--- config.mk ---
export PLATFORM = sky130hd
export DESIGN_NAME = rst_seq
export DESIGN_NICKNAME = d
export VERILOG_FILES = /design/src/shared/rst_pkg.sv /design/src/hw/rst_len_filter.sv /design/src/hw/rst_seq.sv
export SDC_FILE = /design/constraint.sdc
export NUM_CORES = 1
export LEC_CHECK = 0
export ABC_AREA = 1
export BUFFER_PORTS_ARGS = -buffer_cell sky130_fd_sc_hd__buf_4
export CELL_PAD_IN_SITES_DETAIL_PLACEMENT = 2
export CELL_PAD_IN_SITES_GLOBAL_PLACEMENT = 2
export CORE_ASPECT_RATIO = 0.5
export CORE_MARGIN = 4
export CORE_UTILIZATION = 25
export CTS_CLUSTER_DIAMETER = 60
export CTS_CLUSTER_SIZE = 14
export DETAILED_ROUTE_END_ITERATION = 16
export GPL_TIMING_DRIVEN = 0
export HOLD_SLACK_MARGIN = 0.03
export MAX_ROUTING_LAYER = met4
export PLACE_DENSITY = 0.69
export SLEW_MARGIN = 5
export SYNTH_ARGS = -nofsm -noshare
export SYNTH_HDL_FRONTEND = slang
export SYNTH_SLANG_ARGS = --single-unit
--- constraint.sdc ---
create_clock -name core_clk_i -period 4.9 [get_ports core_clk_i]
set_input_delay 0.49 -clock core_clk_i [delete_from_list [all_inputs] [get_ports core_clk_i]]
set_output_delay 0.49 -clock core_clk_i [all_outputs]
set_load 0.01 [all_outputs]
--- src/shared/rst_pkg.sv ---
// reset initialization sequencer: shared constants and carrier types
// assumes one core clock at 40 MHz standing in for the pci sync clock period
//
// Summary of operation
// a hard or soft reset input starts a flow only if held low for at least 32 sync periods.
// in host mode the board holds power-on reset low 32 input-clock periods on a stable clock.
// in agent mode the board holds power-on reset low 32 periods of a stable sync clock.
// when the device drives hard and soft reset it holds them low at least 512 sync periods.
// soft reset is released no sooner than 16 sync periods after hard reset is released.
// the board presents reset-source and clock-divide strap values 4 periods before release.
// the board keeps the strap values valid until hard reset has been released.
// the device stops driving the strap pins at hard reset and drives them 1 period after release.
// in host mode the sync period is derived from the input clock by the sampled divide strap.
// the device only pulls the reset pins low and leaves them undriven when released.
// reset inputs pass a two-flop synchroniser before their length is counted.
package rst_pkg;

  // ----------------------------------------------------------------
  // timing counts, in sync periods
  // ----------------------------------------------------------------
  localparam int unsigned MIN_IN_ASSERT   = 32;
  localparam int unsigned MIN_OUT_ASSERT  = 512;
  localparam int unsigned HARD_TO_SOFT    = 16;
  localparam int unsigned CFG_REDRIVE_DLY = 1;
  localparam int unsigned CNT_W           = 10;

  localparam logic [CNT_W-1:0] IN_CNT_MAX  = CNT_W'(MIN_IN_ASSERT - 1);
  // one extra tick: the first sync period after entry may be only partly seen
  localparam logic [CNT_W-1:0] OUT_CNT_MAX = CNT_W'(MIN_OUT_ASSERT);
  localparam logic [CNT_W-1:0] H2S_CNT_MAX = CNT_W'(HARD_TO_SOFT - 1);
  localparam logic [CNT_W-1:0] RDV_CNT_MAX = CNT_W'(CFG_REDRIVE_DLY - 1);

  // ----------------------------------------------------------------
  // strap layout and reset values
  // ----------------------------------------------------------------
  localparam int unsigned SRC_W           = 3;
  localparam logic [SRC_W-1:0] SRC_RST    = 3'h0;
  localparam logic             DIV_RST    = 1'h0;

  typedef struct packed {
    logic [SRC_W-1:0] reset_source;
    logic             input_clock_divide_cfg;
  } rst_cfg_t;

  // open-drain pin: input, output, enable
  typedef struct packed {
    logic in;
    logic out;
    logic oe;
  } rst_od_t;

  typedef enum logic [2:0] {
    ST_POR   = 3'h0,
    ST_RUN   = 3'h1,
    ST_HARD  = 3'h2,
    ST_SOFT  = 3'h3,
    ST_H2S   = 3'h4,
    ST_WAITH = 3'h5,
    ST_WAITS = 3'h6
  } rst_state_t;

endpackage

--- src/hw/rst_len_filter.sv ---
// reset input length filter: synchroniser plus low-time counter
// assumes the pin is asynchronous to core_clk_i and the tick is a one-cycle enable
`timescale 1ns/1ps
module rst_len_filter
  import rst_pkg::*;
(
  input  wire logic core_clk_i,
  input  wire logic resetn_i,
  input  wire logic tick_i,
  input  wire logic pin_n_i,
  output logic      low_o,
  output logic      qual_o
);

  logic             sync1_q;
  logic             sync2_q;
  logic [CNT_W-1:0] cnt_q;

  // ----------------------------------------------------------------
  // synchroniser
  // ----------------------------------------------------------------
  always_ff @(posedge core_clk_i) begin
    if (!resetn_i) begin
      sync1_q <= 1'h1;
      sync2_q <= 1'h1;
    end else begin
      sync1_q <= pin_n_i;
      sync2_q <= sync1_q;
    end
  end

  assign low_o = ~sync2_q;

  // ----------------------------------------------------------------
  // length counter, counts sync periods while low
  // ----------------------------------------------------------------
  always_ff @(posedge core_clk_i) begin
    if (!resetn_i || sync2_q) begin
      cnt_q  <= '0;
      qual_o <= 1'h0;
    end else if (tick_i) begin
      if (cnt_q == IN_CNT_MAX) begin
        qual_o <= 1'h1;
      end else begin
        cnt_q <= cnt_q + CNT_W'(1);
      end
    end
  end

endmodule

--- src/hw/rst_seq.sv ---
// reset initialization sequencer top
// assumes power-on reset input already meets its length on a stable clock;
// in host mode the sync period comes from core clock divided per the sampled divide strap
`timescale 1ns/1ps
module rst_seq
  import rst_pkg::*;
(
  input  wire logic     core_clk_i,
  input  wire logic     resetn_i,
  input  wire logic     host_mode_i,
  input  wire logic     power_on_reset_in_n_i,
  input  wire logic     hard_reset_line_n_i,
  input  wire logic     soft_reset_line_n_i,
  input  wire logic     sw_hard_req_i,
  input  wire rst_cfg_t cfg_pins_i,
  input  wire rst_cfg_t cfg_drive_val_i,
  output logic          hard_reset_line_o,
  output logic          hard_reset_line_oe_o,
  output logic          soft_reset_line_o,
  output logic          soft_reset_line_oe_o,
  output rst_cfg_t      cfg_pins_o,
  output logic          cfg_pins_oe_o,
  output rst_cfg_t      cfg_latched_o,
  output logic          core_hard_rst_n_o,
  output logic          core_soft_rst_n_o
);

  rst_state_t       state_q;
  logic [CNT_W-1:0] cnt_q;
  logic             por_s1_q;
  logic             por_s2_q;
  logic             por_prev_q;
  rst_cfg_t         cfg_s1_q;
  rst_cfg_t         cfg_s2_q;
  logic             div_q;
  logic             tick_q;
  logic             hard_low;
  logic             soft_low;
  logic             hard_qual;
  logic             soft_qual;
  logic [CNT_W-1:0] rdv_q;
  logic             rdv_arm_q;

  // ----------------------------------------------------------------
  // sync period enable
  // ----------------------------------------------------------------
  // divide strap 1 in host mode halves the rate; agent mode ticks every cycle
  always_ff @(posedge core_clk_i) begin
    if (!resetn_i) begin
      div_q  <= 1'h0;
      tick_q <= 1'h0;
    end else if (host_mode_i && cfg_latched_o.input_clock_divide_cfg) begin
      div_q  <= ~div_q;
      tick_q <= div_q;
    end else begin
      div_q  <= 1'h0;
      tick_q <= 1'h1;
    end
  end

  // ----------------------------------------------------------------
  // input synchronisers
  // ----------------------------------------------------------------
  always_ff @(posedge core_clk_i) begin
    if (!resetn_i) begin
      por_s1_q   <= 1'h0;
      por_s2_q   <= 1'h0;
      por_prev_q <= 1'h0;
      cfg_s1_q   <= '0;
      cfg_s2_q   <= '0;
    end else begin
      por_s1_q   <= power_on_reset_in_n_i;
      por_s2_q   <= por_s1_q;
      por_prev_q <= por_s2_q;
      cfg_s1_q   <= cfg_pins_i;
      cfg_s2_q   <= cfg_s1_q;
    end
  end

  rst_len_filter u_hard_flt (
    .core_clk_i (core_clk_i),
    .resetn_i   (resetn_i),
    .tick_i     (tick_q),
    .pin_n_i    (hard_reset_line_n_i),
    .low_o      (hard_low),
    .qual_o     (hard_qual)
  );

  rst_len_filter u_soft_flt (
    .core_clk_i (core_clk_i),
    .resetn_i   (resetn_i),
    .tick_i     (tick_q),
    .pin_n_i    (soft_reset_line_n_i),
    .low_o      (soft_low),
    .qual_o     (soft_qual)
  );

  // ----------------------------------------------------------------
  // strap capture
  // ----------------------------------------------------------------
  // captured on the rising edge of the synchronised power-on reset;
  // board setup margin covers the two-flop delay
  always_ff @(posedge core_clk_i) begin
    if (!resetn_i) begin
      cfg_latched_o <= '{reset_source: SRC_RST, input_clock_divide_cfg: DIV_RST};
    end else if (por_s2_q && !por_prev_q) begin
      cfg_latched_o <= cfg_s2_q;
    end
  end

  // ----------------------------------------------------------------
  // sequence
  // ----------------------------------------------------------------
  always_ff @(posedge core_clk_i) begin
    if (!resetn_i || !por_s2_q) begin
      state_q <= ST_POR;
      cnt_q   <= '0;
    end else begin
      unique case (state_q)
        ST_POR: begin
          state_q <= ST_HARD;
          cnt_q   <= '0;
        end
        ST_RUN: begin
          cnt_q <= '0;
          if (hard_qual || sw_hard_req_i) begin
            state_q <= ST_HARD;
          end else if (soft_qual) begin
            state_q <= ST_SOFT;
          end
        end
        ST_HARD: begin
          if (tick_q) begin
            if (cnt_q == OUT_CNT_MAX) begin
              state_q <= ST_H2S;
              cnt_q   <= '0;
            end else begin
              cnt_q <= cnt_q + CNT_W'(1);
            end
          end
        end
        ST_H2S: begin
          // wait also for other agents to let go of hard reset
          if (tick_q && !hard_low) begin
            if (cnt_q == H2S_CNT_MAX) begin
              state_q <= ST_WAITS;
            end else begin
              cnt_q <= cnt_q + CNT_W'(1);
            end
          end
        end
        ST_SOFT: begin
          if (tick_q) begin
            if (cnt_q == OUT_CNT_MAX) begin
              state_q <= ST_WAITS;
            end else begin
              cnt_q <= cnt_q + CNT_W'(1);
            end
          end
        end
        ST_WAITS: begin
          if (!soft_low) begin
            state_q <= ST_WAITH;
          end
        end
        ST_WAITH: begin
          if (!hard_low) begin
            state_q <= ST_RUN;
          end
        end
        default: begin
          state_q <= ST_POR;
        end
      endcase
    end
  end

  // ----------------------------------------------------------------
  // open-drain reset drivers
  // ----------------------------------------------------------------
  // output data tied low; only the enable moves, so the pin is never driven high
  always_ff @(posedge core_clk_i) begin
    if (!resetn_i) begin
      hard_reset_line_o    <= 1'h0;
      hard_reset_line_oe_o <= 1'h1;
      soft_reset_line_o    <= 1'h0;
      soft_reset_line_oe_o <= 1'h1;
    end else begin
      hard_reset_line_o    <= 1'h0;
      soft_reset_line_o    <= 1'h0;
      hard_reset_line_oe_o <= (state_q == ST_POR) || (state_q == ST_HARD);
      soft_reset_line_oe_o <= (state_q == ST_POR) || (state_q == ST_HARD) ||
                              (state_q == ST_H2S) || (state_q == ST_SOFT);
    end
  end

  always_ff @(posedge core_clk_i) begin
    if (!resetn_i) begin
      core_hard_rst_n_o <= 1'h0;
      core_soft_rst_n_o <= 1'h0;
    end else begin
      core_hard_rst_n_o <= !hard_low && (state_q == ST_RUN || state_q == ST_WAITH);
      core_soft_rst_n_o <= !soft_low && !hard_low && (state_q == ST_RUN);
    end
  end

  // ----------------------------------------------------------------
  // strap pin driver
  // ----------------------------------------------------------------
  // off at once when hard reset is seen low, back on after one sync period of release
  always_ff @(posedge core_clk_i) begin
    if (!resetn_i) begin
      cfg_pins_oe_o <= 1'h0;
      cfg_pins_o    <= '0;
      rdv_q         <= '0;
      rdv_arm_q     <= 1'h0;
    end else begin
      cfg_pins_o <= cfg_drive_val_i;
      if (hard_low || hard_reset_line_oe_o || (state_q == ST_HARD) || !por_s2_q) begin
        cfg_pins_oe_o <= 1'h0;
        rdv_q         <= '0;
        rdv_arm_q     <= 1'h1;
      end else if (rdv_arm_q && tick_q) begin
        if (rdv_q == RDV_CNT_MAX) begin
          rdv_arm_q     <= 1'h0;
          cfg_pins_oe_o <= 1'h1;
        end else begin
          rdv_q <= rdv_q + CNT_W'(1);
        end
      end
    end
  end

endmodule

==> results.sh <==
export IMPL_status="finished, final reports clean"
export IMPL_area_growth_pct=22.0
export IMPL_synth_top_area_share_pct=43.3
export IMPL_layout_drive_gt1_share_pct=12.8
export IMPL_total_power_mw=1.43
export IMPL_layout_nets=562
export IMPL_min_period_over_period_pct=43.9
export IMPL_dp_slack_ns=2.78
export IMPL_avgSynthCellArea_um2=7.02
export IMPL_hold_viol_final=0
export IMPL_dp_hpwl_um=7370
export IMPL_crit_buf_inv=2
export IMPL_p_per_area_nw_per_um2=334
export IMPL_leakage_nw=1.72
export IMPL_drc=0
export IMPL_first_iter_violations=70
export IMPL_dieArea_um2=16100
export IMPL_numCtsBuffers=9
export IMPL_portBuffers=27
export IMPL_dpl_cell_area_um2=3960
export IMPL_grt_max_degree=15
export IMPL_netlist_top_cells_area="dfxtp_1 43%, nand2_1 14%, inv_1 7.6%, nor2_1 6.7%, a21oi_1 5.7%"
export IMPL_cts_tree="built"
export IMPL_cts_setup_buffers=0
export IMPL_maxSlewViolCount=0
export IMPL_cts_resized=0
export IMPL_design_portCount=30
export IMPL_hold_start="cfg_drive_val_i[2]"
export IMPL_core_um2=13700
export IMPL_vias=3226
export IMPL_grt_first_pass_wirelength_um=17000
export IMPL_die_x_um=176
export IMPL_r2r_start="u_hard_flt.cnt_q[0]"
export IMPL_ctsRootBufferMaster="clkbuf_16"
export IMPL_clk_latency_ns=0.34
export IMPL_totalWireLength_um=9990
export IMPL_final_min_clock_period_ns=2.15
export IMPL_ys_types=34
export IMPL_fin_ws_ns=2.75
export IMPL_rsz0062_at_grt="no"
export IMPL_worstPathArrival_ns=2.38
export IMPL_grtUsageTotal_pct=13.5
export IMPL_yosys_area_top_type="dfxtp_1"
export IMPL_synth_cells=501
export IMPL_finalSetupViolCount=0
export IMPL_gp_congestion=0.759
export IMPL_worst_ir_drop_vdd_mv=0.133
export IMPL_start_util_pct=25.7
export IMPL_required_ns=5.12
export IMPL_min_path_type="in -> reg"
export IMPL_first_pass_iters=4
export IMPL_path_clk_slew_ns=0.06
export IMPL_die_height_um=91.9
export IMPL_clkSinkCount=76
export IMPL_fin_skew_ns=0.00592
export IMPL_crit_family="simple AND/OR/NAND/NOR gates"
export IMPL_worst_path_max_delay_cell="dfxtp_1"
export IMPL_final_area_um2=4290
export IMPL_cts_htree_levels=3
export IMPL_startpoint="u_hard_flt.cnt_q[0]"
export IMPL_grt_overflow_total=0
export IMPL_crit_fanout=10
export IMPL_cp_slowest_stage_delay_ns=0.43
export IMPL_synth_area_um2=3520
export IMPL_cap_violations=0
export IMPL_start_kind="register"
export IMPL_yosysSeqAreaShare_pct=43.3
export IMPL_end_kind="register"
export IMPL_finalSetupTns_ns=0
export IMPL_max_freq_mhz=465
export IMPL_yosys_warnings=0
export IMPL_wl_per_cell_um=13.6
export IMPL_antenna_found_initial=0
export IMPL_cts_hold_buf=0
export IMPL_antenna_left=0
export IMPL_yosys_register_bits=76
export IMPL_via_per_inst=4.38
export IMPL_grt_pass1_vias=3479
export IMPL_ctsLongestPathBuffers=2
export IMPL_row_count=30
export IMPL_critPathKind="reg -> reg"
export IMPL_path_common_cell="nand2_1"
export IMPL_cp_cell_sequence="ha_1, nand3_1, nor2_1, nand2_1, nand2_1, inv_1, buf_6, o21ai_0, a21oi_1"
export IMPL_n_antenna_cell=0
path summary, 6_finish.rpt:
kind	cells after the start	end	slack [ns]
worst max register to register	9	u_hard_flt.cnt_q[0]	2.75
worst min register to register	1	div_q	0.41
worst max-delay path	9	u_hard_flt.cnt_q[0]	2.75
worst min-delay path	3	cfg_pins_o[2]	0.33
metal layers:
layer / vias to the layer above / part of all wire, % / global-route usage, % / wire, µm
met5: - / 0 / - / 0
met1: 1542 / 48 / 15.8 / 4820
met3: 14 / 2.2 / 3.34 / 218
met4: 0 / 1.5 / 3.89 / 145
li1: 1650 / - / - / -
met2: 20 / 48 / 23.1 / 4810
cells in the mapped netlist, drive strengths merged:
library cell and instances:
nand4 10, conb 1, a21oi 41, o21ai 19, a31oi 1, buf 3
xor2 10, nor2 73, clkbuf 2, dfxtp 76, and3 1, nand2 134
or2 5, o21a 4, xnor2 3, nor4 1, a311oi 1, nor3 14
ha 7, nand3 19, clkinv 2, inv 73, nand3b 1
cells in the final DEF, fill, tap and decap left out, drive strengths merged:
cell / synthesis / layout
nand2: 134 / 134
buf: 3 / 30
nor3: 14 / 14
xnor2: 3 / 3
nor2: 73 / 73
xor2: 10 / 10
nand4: 10 / 10
clkbuf: 2 / 11
clkinv: 2 / 4
nand3b: 1 / 1
nor4: 1 / 1
a31oi: 1 / 1
o21ai: 19 / 19
a311oi: 1 / 1
ha: 7 / 7
and3: 1 / 1
clkinvlp: 0 / 2
dfxtp: 76 / 76
or2: 5 / 5
a21oi: 41 / 41
nand3: 19 / 19
o21a: 4 / 4
bufinv: 0 / 2
inv: 73 / 74
conb: 1 / 2
cell families (layout without fill, tap and decap cells):
| kind of cell | Yosys count | count (layout) | synth area share [%] |
|---|---|---|---|
| and+or+nand+nor | 258 | 258 | 31.7 |
| buffers and inverters | 80 | 123 | 9.00 |
| DFF | 76 | 76 | 43.3 |
| AOI/OAI and AO/OA | 66 | 66 | 10.1 |
| xor gates and xnor gates | 13 | 13 | 3.24 |
| adders and majority gates | 7 | 7 | 2.49 |
| other | 1 | 2 | 0.107 |
layout make-up:
| cell class | instances | area, µm² |
|---|---|---|
| plain buffers | 5 | 33.8 |
| multi-input cells | 346 | 1680 |
| well taps | 192 | 240 |
| clock inverters | 7 | 100 |
| fillers | 1676 | 9380 |
| clock buffers | 9 | 225 |
| flip-flops and latches | 76 | 1520 |
| repair buffers | 27 | 203 |
| inverters | 75 | 283 |
metrics by stage:
stage               instances  hold slack, ns  util (%)
floorplan                 502           0.390         -
global placement          721           0.394      29.0
detailed placement        721           0.402      29.0
CTS                       737           0.311      31.4
global route              737           0.323      31.4
finish                    737           0.327      31.4
worst min-delay path, cell delays in order:
cell	delay (ns)
buf_4	0.08
nand2_1	0.04
inv_1	0.04
flip-flops by register name, summed over array words and instances (netlist names), 3 cells and up:
| signal | flops |
|---|---|
| cnt_q | 10 |
| cfg_pins_o | 4 |
| u_hard_flt.cnt_q | 10 |
| rdv_q | 10 |
| state_q | 3 |
| cfg_s2_q | 4 |
| cfg_latched_o | 4 |
| cfg_s1_q | 4 |
| u_soft_flt.cnt_q | 10 |
report_power, final:
part | total [mW] | leakage (nW) | internal, mW | switching, mW
clock | 0.739 | 0.154 | 0.450 | 0.289
sequential | 0.635 | 0.618 | 0.629 | 0.00633
combinational | 0.0569 | 0.948 | 0.0227 | 0.0341
(Power assumes the default switching activity.)
